File: src/hdl/pdps_defines.svh
`ifndef PDPS_DEFINES_SVH
`define PDPS_DEFINES_SVH

// register byte offsets on the apb bus
`define PDPS_OFS_LOWER  12'h000
`define PDPS_OFS_UPPER  12'h004
`define PDPS_OFS_HIGH1  12'h008
`define PDPS_OFS_HIGH2  12'h00c
`define PDPS_OFS_DIR    12'h010
`define PDPS_OFS_STATUS 12'h014

// pins handled here: 10 up to 15, index 0 is pin 10
`define PDPS_FIRST_PIN  10
`define PDPS_LAST_PIN   15
`define PDPS_UPPER_LSB  8

// reset values
`define PDPS_LOWER_RST  16'h0000
`define PDPS_UPPER_RST  8'h00
`define PDPS_DIR_RST    6'h00

// pins 12 and 13 are input only in trace mode
`define PDPS_IN_ONLY    6'h0c

// status register fields
`define PDPS_STAT_BAD_LSB 0
`define PDPS_STAT_OE_LSB  8

`endif

File: src/hdl/pdps_pkg.sv
`default_nettype none

package pdps_pkg;

    typedef enum logic [1:0] {
        pdps_mode_port  = 2'b00,
        pdps_mode_bus   = 2'b01,
        pdps_mode_trace = 2'b10,
        pdps_mode_bad   = 2'b11
    } pdps_mode_t;

    typedef enum logic [2:0] {
        pdps_reg_lower  = 3'b000,
        pdps_reg_upper  = 3'b001,
        pdps_reg_high1  = 3'b010,
        pdps_reg_high2  = 3'b011,
        pdps_reg_dir    = 3'b100,
        pdps_reg_status = 3'b101,
        pdps_reg_none   = 3'b111
    } pdps_reg_t;

endpackage

`default_nettype wire

File: src/hdl/pdps_reg_if.sv
`default_nettype none

interface pdps_reg_if;
    logic [11:0] addr;
    logic [31:0] wdata;
    logic        wr;
    logic [31:0] rdata;
    logic        hit;

    modport slave (output addr, output wdata, output wr, input rdata, input hit);
    modport regs  (input addr, input wdata, input wr, output rdata, output hit);
endinterface

`default_nettype wire

File: src/hdl/pdps_apb_slave.sv
`default_nettype none

module pdps_apb_slave (
    // clock and reset
    input  wire logic        pclk,
    input  wire logic        presetn,
    // apb
    input  wire logic        psel,
    input  wire logic        penable,
    input  wire logic        pwrite,
    input  wire logic [11:0] paddr,
    input  wire logic [31:0] pwdata,
    output var  logic [31:0] prdata,
    output var  logic        pready,
    output var  logic        pslverr,
    // register side
    pdps_reg_if.slave        rif
);

    logic setup_w;

    assign setup_w   = psel & ~penable;
    assign rif.addr  = paddr;
    assign rif.wdata = pwdata;
    // write lands only at the edge that completes the access
    assign rif.wr    = psel & penable & pready & pwrite & rif.hit;

    // one access cycle, no wait states
    always_ff @(posedge pclk or negedge presetn) begin
        if (!presetn) begin
            pready <= 1'b0;
        end else begin
            pready <= setup_w;
        end
    end

    // read data caught in setup, stands until the next setup
    always_ff @(posedge pclk or negedge presetn) begin
        if (!presetn) begin
            prdata <= 32'h0000_0000;
        end else if (setup_w) begin
            prdata <= (rif.hit & ~pwrite) ? rif.rdata : 32'h0000_0000;
        end
    end

    always_ff @(posedge pclk or negedge presetn) begin
        if (!presetn) begin
            pslverr <= 1'b0;
        end else begin
            pslverr <= setup_w & ~rif.hit;
        end
    end

endmodule

`default_nettype wire

File: src/hdl/pdps_pin_mux.sv
`default_nettype none
`include "pdps_defines.svh"

module pdps_pin_mux (
    // selection
    input  wire logic [5:0][1:0] mode,
    input  wire logic [5:0]      dir,
    // pads
    input  wire logic [5:0]      pad_in,
    output var  logic [5:0]      pad_out_d,
    output var  logic [5:0]      pad_oe_d,
    // general port
    input  wire logic [5:0]      gpio_out,
    output var  logic [5:0]      gpio_in_d,
    // bus controller data
    input  wire logic [5:0]      bus_dout,
    input  wire logic            bus_doe,
    output var  logic [5:0]      bus_din_d,
    // debug trace port
    input  wire logic [5:0]      trace_out,
    input  wire logic [5:0]      trace_oe,
    output var  logic [5:0]      trace_in_d
);

    localparam logic [5:0] IN_ONLY = `PDPS_IN_ONLY;

    for (genvar i = 0; i < 6; i++) begin : g_pin
        // consumers not selected see zero, not the pad
        always_comb begin
            pad_out_d[i]  = 1'b0;
            pad_oe_d[i]   = 1'b0;
            gpio_in_d[i]  = 1'b0;
            bus_din_d[i]  = 1'b0;
            trace_in_d[i] = 1'b0;
            case (pdps_pkg::pdps_mode_t'(mode[i]))
                pdps_pkg::pdps_mode_port: begin
                    pad_out_d[i] = gpio_out[i];
                    pad_oe_d[i]  = dir[i];
                    gpio_in_d[i] = pad_in[i];
                end
                pdps_pkg::pdps_mode_bus: begin
                    pad_out_d[i] = bus_dout[i];
                    pad_oe_d[i]  = bus_doe;
                    bus_din_d[i] = pad_in[i];
                end
                pdps_pkg::pdps_mode_trace: begin
                    pad_out_d[i]  = trace_out[i] & ~IN_ONLY[i];
                    pad_oe_d[i]   = trace_oe[i] & ~IN_ONLY[i];
                    trace_in_d[i] = pad_in[i];
                end
                // prohibited code: pin left floating, nobody listens
                default: begin
                    pad_oe_d[i] = 1'b0;
                end
            endcase
        end
    end

endmodule

`default_nettype wire

File: src/hdl/pdps_top.sv
// Operation
// - four 16-bit port d control registers
// - high registers, upper low byte read zero
// - pin mode is upper-register bit, lower-register bit
// - upper mode bits reset zero, read/write
// - pin 15: port, bus d15, trace sync
// - pin 14: port, bus d14, trace clock
// - pin 13: port, bus d13, trace mode input
// - pin 12: port, bus d12, trace reset input
// - pin 11: port, bus d11, trace data 3
// - pin 10: port, bus d10, trace data 2
// - port mode: direction bit sets output
`default_nettype none
`include "pdps_defines.svh"

module pdps_top (
    // clock and reset
    input  wire logic        pclk,
    input  wire logic        presetn,
    // apb
    input  wire logic        psel,
    input  wire logic        penable,
    input  wire logic        pwrite,
    input  wire logic [11:0] paddr,
    input  wire logic [31:0] pwdata,
    output var  logic [31:0] prdata,
    output var  logic        pready,
    output var  logic        pslverr,
    // pads, index 0 is pin 10
    input  wire logic [5:0]  pad_in,
    output var  logic [5:0]  pad_out,
    output var  logic [5:0]  pad_oe,
    // general port
    input  wire logic [5:0]  gpio_out,
    output var  logic [5:0]  gpio_in,
    // bus controller data bits 15 to 10
    input  wire logic [5:0]  bus_dout,
    input  wire logic        bus_doe,
    output var  logic [5:0]  bus_din,
    // debug trace port
    input  wire logic [5:0]  trace_out,
    input  wire logic [5:0]  trace_oe,
    output var  logic [5:0]  trace_in
);

    function automatic pdps_pkg::pdps_reg_t reg_decode(input logic [11:0] a);
        case (a)
            `PDPS_OFS_LOWER:  reg_decode = pdps_pkg::pdps_reg_lower;
            `PDPS_OFS_UPPER:  reg_decode = pdps_pkg::pdps_reg_upper;
            `PDPS_OFS_HIGH1:  reg_decode = pdps_pkg::pdps_reg_high1;
            `PDPS_OFS_HIGH2:  reg_decode = pdps_pkg::pdps_reg_high2;
            `PDPS_OFS_DIR:    reg_decode = pdps_pkg::pdps_reg_dir;
            `PDPS_OFS_STATUS: reg_decode = pdps_pkg::pdps_reg_status;
            default:          reg_decode = pdps_pkg::pdps_reg_none;
        endcase
    endfunction

    pdps_reg_if rif ();

    pdps_pkg::pdps_reg_t sel_w;
    logic [15:0]         lower_q;
    logic [15:8]         upper_q;
    logic [5:0]          dir_q;
    logic [5:0][1:0]     mode_w;
    logic [5:0]          bad_w;
    logic [5:0]          pad_out_d;
    logic [5:0]          pad_oe_d;
    logic [5:0]          gpio_in_d;
    logic [5:0]          bus_din_d;
    logic [5:0]          trace_in_d;

    pdps_apb_slave u_apb (
        .pclk    (pclk),
        .presetn (presetn),
        .psel    (psel),
        .penable (penable),
        .pwrite  (pwrite),
        .paddr   (paddr),
        .pwdata  (pwdata),
        .prdata  (prdata),
        .pready  (pready),
        .pslverr (pslverr),
        .rif     (rif.slave)
    );

    assign sel_w   = reg_decode(rif.addr);
    assign rif.hit = (sel_w != pdps_pkg::pdps_reg_none);

    // lower mode bits, all sixteen kept
    always_ff @(posedge pclk or negedge presetn) begin
        if (!presetn) begin
            lower_q <= `PDPS_LOWER_RST;
        end else if (rif.wr && sel_w == pdps_pkg::pdps_reg_lower) begin
            lower_q <= rif.wdata[15:0];
        end
    end

    // low byte has no storage so it can never read back non-zero
    always_ff @(posedge pclk or negedge presetn) begin
        if (!presetn) begin
            upper_q <= `PDPS_UPPER_RST;
        end else if (rif.wr && sel_w == pdps_pkg::pdps_reg_upper) begin
            upper_q <= rif.wdata[15:8];
        end
    end

    always_ff @(posedge pclk or negedge presetn) begin
        if (!presetn) begin
            dir_q <= `PDPS_DIR_RST;
        end else if (rif.wr && sel_w == pdps_pkg::pdps_reg_dir) begin
            dir_q <= rif.wdata[`PDPS_LAST_PIN:`PDPS_FIRST_PIN];
        end
    end

    // mode field per pin from the two low registers
    for (genvar i = 0; i < 6; i++) begin : g_mode
        assign mode_w[i] = {upper_q[`PDPS_FIRST_PIN + i], lower_q[`PDPS_FIRST_PIN + i]};
        assign bad_w[i]  = (mode_w[i] == pdps_pkg::pdps_mode_bad);
    end

    // high registers and reserved bits: no storage, read zero
    always_comb begin
        rif.rdata = 32'h0000_0000;
        case (sel_w)
            pdps_pkg::pdps_reg_lower: rif.rdata[15:0]  = lower_q;
            pdps_pkg::pdps_reg_upper: rif.rdata[15:8]  = upper_q;
            pdps_pkg::pdps_reg_dir:   rif.rdata[15:10] = dir_q;
            pdps_pkg::pdps_reg_status: begin
                rif.rdata[`PDPS_STAT_BAD_LSB +: 6] = bad_w;
                rif.rdata[`PDPS_STAT_OE_LSB +: 6]  = pad_oe;
            end
            default:                  rif.rdata = 32'h0000_0000;
        endcase
    end

    pdps_pin_mux u_mux (
        .mode       (mode_w),
        .dir        (dir_q),
        .pad_in     (pad_in),
        .pad_out_d  (pad_out_d),
        .pad_oe_d   (pad_oe_d),
        .gpio_out   (gpio_out),
        .gpio_in_d  (gpio_in_d),
        .bus_dout   (bus_dout),
        .bus_doe    (bus_doe),
        .bus_din_d  (bus_din_d),
        .trace_out  (trace_out),
        .trace_oe   (trace_oe),
        .trace_in_d (trace_in_d)
    );

    // every path through the mux costs one cycle, traded for clean outputs
    always_ff @(posedge pclk or negedge presetn) begin
        if (!presetn) begin
            pad_out <= 6'h00;
            pad_oe  <= 6'h00;
        end else begin
            pad_out <= pad_out_d;
            pad_oe  <= pad_oe_d;
        end
    end

    always_ff @(posedge pclk or negedge presetn) begin
        if (!presetn) begin
            gpio_in  <= 6'h00;
            bus_din  <= 6'h00;
            trace_in <= 6'h00;
        end else begin
            gpio_in  <= gpio_in_d;
            bus_din  <= bus_din_d;
            trace_in <= trace_in_d;
        end
    end

    logic       wr_lower_w;
    logic       wr_upper_w;
    logic       wr_high_w;
    logic [5:0] port_mask_w;

    assign wr_lower_w = rif.wr && sel_w == pdps_pkg::pdps_reg_lower;
    assign wr_upper_w = rif.wr && sel_w == pdps_pkg::pdps_reg_upper;
    assign wr_high_w  = rif.wr && (sel_w == pdps_pkg::pdps_reg_high1
                                   || sel_w == pdps_pkg::pdps_reg_high2);
    for (genvar i = 0; i < 6; i++) begin : g_pmask
        assign port_mask_w[i] = (mode_w[i] == pdps_pkg::pdps_mode_port);
    end
endmodule

`default_nettype wire

File: config.mk
export PLATFORM = sky130hd
export DESIGN_NAME = pdps_top
export DESIGN_NICKNAME = d
export VERILOG_FILES = /design/src/hdl/pdps_pkg.sv /design/src/hdl/pdps_reg_if.sv /design/src/hdl/pdps_apb_slave.sv /design/src/hdl/pdps_pin_mux.sv /design/src/hdl/pdps_top.sv
export VERILOG_INCLUDE_DIRS = /design/src /design/src/hdl
export SDC_FILE = /design/constraint.sdc
export NUM_CORES = 1
export LEC_CHECK = 0
export BUFFER_PORTS_ARGS = -buffer_cell sky130_fd_sc_hd__buf_2
export CORE_MARGIN = 1
export CORE_UTILIZATION = 47
export CTS_BUF_LIST = sky130_fd_sc_hd__clkbuf_16
export CTS_CLUSTER_SIZE = 12
export DETAILED_ROUTE_END_ITERATION = 8
export PLACE_DENSITY_LB_ADDON = 0.15
export SETUP_SLACK_MARGIN = 0.1
export SLEW_MARGIN = 10
export SYNTH_ARGS = -nofsm -noshare
export SYNTH_HDL_FRONTEND = slang
export SYNTH_SLANG_ARGS = --single-unit
File: constraint.sdc
create_clock -name pclk -period 1.95 [get_ports pclk]
set_input_delay 0.195 -clock pclk [delete_from_list [all_inputs] [get_ports pclk]]
set_output_delay 0.195 -clock pclk [all_outputs]
set_load 0.01 [all_outputs]
==> results.json <==
{
  "grt_antenna_before_repair": 0,
  "synth_top_area_share_pct": 58.3,
  "first_pass_iters": 4,
  "pwr-share-clk_pct": 45.8,
  "worstPathArrival_ns": 1.87,
  "drt_iter0_markers": 82,
  "seq_area_frac_synth_pct": 58.3,
  "ctsHoldBuffers": 1,
  "setup_viol": 0,
  "insertedDiodeCount": 0,
  "ys.flop_type": "dfrtp_1",
  "ys_ff_latch": 78,
  "cts_buffer_depth": 2,
  "syn_avg_cell_area_um2": 12.5,
  "cp-endpoint": "u_apb.prdata[8]",
  "ant_nets": 0,
  "wl_per_cell_um": 14.7,
  "ioPinCount": 144,
  "worstSetupEndpointType": "register",
  "grt_max_degree": 50,
  "fin_crit_sh_pct": 83.1,
  "power_switching_share_pct": 20.9,
  "stdcell_area_um2": 4280,
  "tns_ns": 0,
  "maxSlewHeadroom_pct": 46.1,
  "rsz0062_at_grt": "false",
  "place.gp.congestion": 0.768,
  "worst_slew_pin_slew_ns": 0.808,
  "num-nets-final": 464,
  "p_per_area_nw_per_um2": 790,
  "netlist_area_um2": 3350,
  "die_h_um": 86.4,
  "die_width_um": 86.4,
  "wl_mm": 7.13,
  "vias_per_cell": 5.04,
  "pwr-share-comb_pct": 5.7,
  "postCtsSetupRepairBufs": 0,
  "ys_top_cells_by_count": "dfrtp_1, mux2_2, nand2_1",
  "io_buffers": 107,
  "synth_edf_count": 0,
  "root_buffer": "clkbuf_16",
  "synth.most_common_cell": "dfrtp_1",
  "pwr-share-seq_pct": 48.5,
  "clk_pin_slew_ns": 0.06,
  "stdcell_count": 484,
  "insertion_delay_ns": 0.33,
  "worstPathRequired_ns": 2.20,
  "r2r_end": "upper_q[9]",
  "core-area_um2": 6830,
  "die_area_um2": 7470,
  "synth_cell_type_count": 33,
  "fin_skew_ns": 0.00392,
  "post-route-drc-count": 0,
  "r2r_slack_ns": 0.37,
  "cts_tree": "yes",
  "cts_sinks": 78,
  "cts_resized": 0,
  "path_class": "primary input to register",
  "hold_ws_ns": 0.0780,
  "power_mw": 3.38,
  "status": "completed",
  "synth_cells": 267,
  "maxSlewViolCount": 0,
  "p_int_mw": 2.67,
  "dp_hpwl_mm": 5.14,
  "core.rowCount": 30,
  "period_needed_ns": 1.62,
  "cp-start-kind": "primary input",
  "drive_gt1_share_pct": 43.8,
  "place_area_um2": 3990,
  "grt_pass1_wl_mm": 11.2,
  "first_global_vias": 2268,
  "reg2regPathDepth": 5,
  "synth_top_cell_by_area": "dfrtp_1",
  "finalHoldViolCount": 0,
  "cts_made_buffers": 9,
  "htree_levels": 3,
  "yosysWarnings": 0,
  "irDropWorstVdd_uv": 529,
  "grt_overflow": 0,
  "vias": 2439,
  "synthArstFlopShare_pct": 100,
  "maxCapViolations": 0,
  "hold_path_class": "primary input to register",
  "synthTopCellsByArea": "dfrtp_1, mux2_2, mux2i_1, buf_4, o21ai_0",
  "start_util_pct": 49.0,
  "rr_startpoint": "u_apb.pready",
  "syn_to_final_growth_pct": 27.7,
  "path_max_fanout": 4,
  "global_route.usage.total_pct": 20.5,
  "dp.cells": 468,
  "startpoint": "paddr[7]",
  "power.switching_mw": 0.705,
  "leakage_nw": 2.25,
  "fmaxAchievable_mhz": 617
}
routing by layer:
metal / routed length (um) / vias to the layer above / global-route usage (%) / part of all wire [%]
li1: - / 1147 / - / -
met1: 3060 / 1189 / 26.5 / 43
met2: 3520 / 92 / 33.0 / 49
met3: 393 / 11 / 4.57 / 5.5
met4: 151 / 0 / 9.55 / 2.1
met5: 0 / - / 0 / 0
state kept, by name (all words and copies together), names as in the netlist:
signal         count
lower_q           16
u_apb.pready       1
pad_oe             6
pad_out            6
u_apb.prdata      16
upper_q            8
gpio_in            6
trace_in           6
u_apb.pslverr      1
bus_din            6
dir_q              6
kinds of logic (layout without fill, tap and decap cells):
| logic type | count (synthesis) | count (layout) | synth area share, % |
|---|---|---|---|
| other | 1 | 16 | 0.112 |
| buffers and inverters | 29 | 135 | 5.08 |
| flip-flops | 78 | 78 | 58.3 |
| AO/OA/AOI/OAI | 37 | 37 | 6.69 |
| AND/OR/NAND/NOR | 71 | 71 | 12.3 |
| multiplexers | 51 | 51 | 17.6 |
stage by stage:
stage	utilization, %	setup slack [ns]
floorplan	-	0.151
global placement	58.4	0.0140
detailed placement	58.4	0.00133
CTS	62.6	0.333
global route	62.6	0.196
finish	62.6	0.330
final cells by class:
class | instances | area [um2]
clock inverter | 6 | 48.8
fill | 606 | 2550
clock buffer | 9 | 225
inverter | 1 | 3.75
sequential | 78 | 1950
multi-input combinational | 175 | 1280
tap | 96 | 120
timing repair buffer | 119 | 643
power groups by stage:
stage	clock network (mW)	registers (mW)	logic (mW)
after floorplan	0	1.68	0.0771
after global placement	0	1.67	0.191
after detailed placement	0	1.67	0.194
after CTS	1.58	1.64	0.196
after global routing	1.65	1.64	0.217
final	1.55	1.64	0.192
worst min path at each step:
stage / startpoint / end / slack, ns / cells past startpoint
after floorplan: presetn / bus_din[0] / -0.10 / 0
after global routing: bus_dout[1] / pad_out[1] / 0.09 / 3
final: bus_dout[1] / pad_out[1] / 0.08 / 3
after global placement: presetn / pad_out[3] / 0.15 / 1
after CTS: bus_dout[1] / pad_out[1] / 0.07 / 3
after detailed placement: presetn / trace_in[3] / 0.15 / 1
cell usage in the layout (no fill, tap or decap), drive strengths merged, types with 6 or more instances in the layout:
master | netlist | final
nand2 | 24 | 24
mux2 | 33 | 33
o21ai | 21 | 21
conb | 1 | 16
and3b | 7 | 7
nor2b | 6 | 6
clkbuf | 10 | 9
buf | 18 | 118
nor3b | 6 | 6
dfrtp | 78 | 78
mux2i | 15 | 15
nor2 | 9 | 9
a22oi | 8 | 8
worst max-delay path: stages:
cell	delay (ns)
buf_2	0.09
or4_4	0.56
or4_4	0.54
or3_1	0.35
o21ai_1	0.13
No activity file was read; power rests on OpenSTA's default activity.
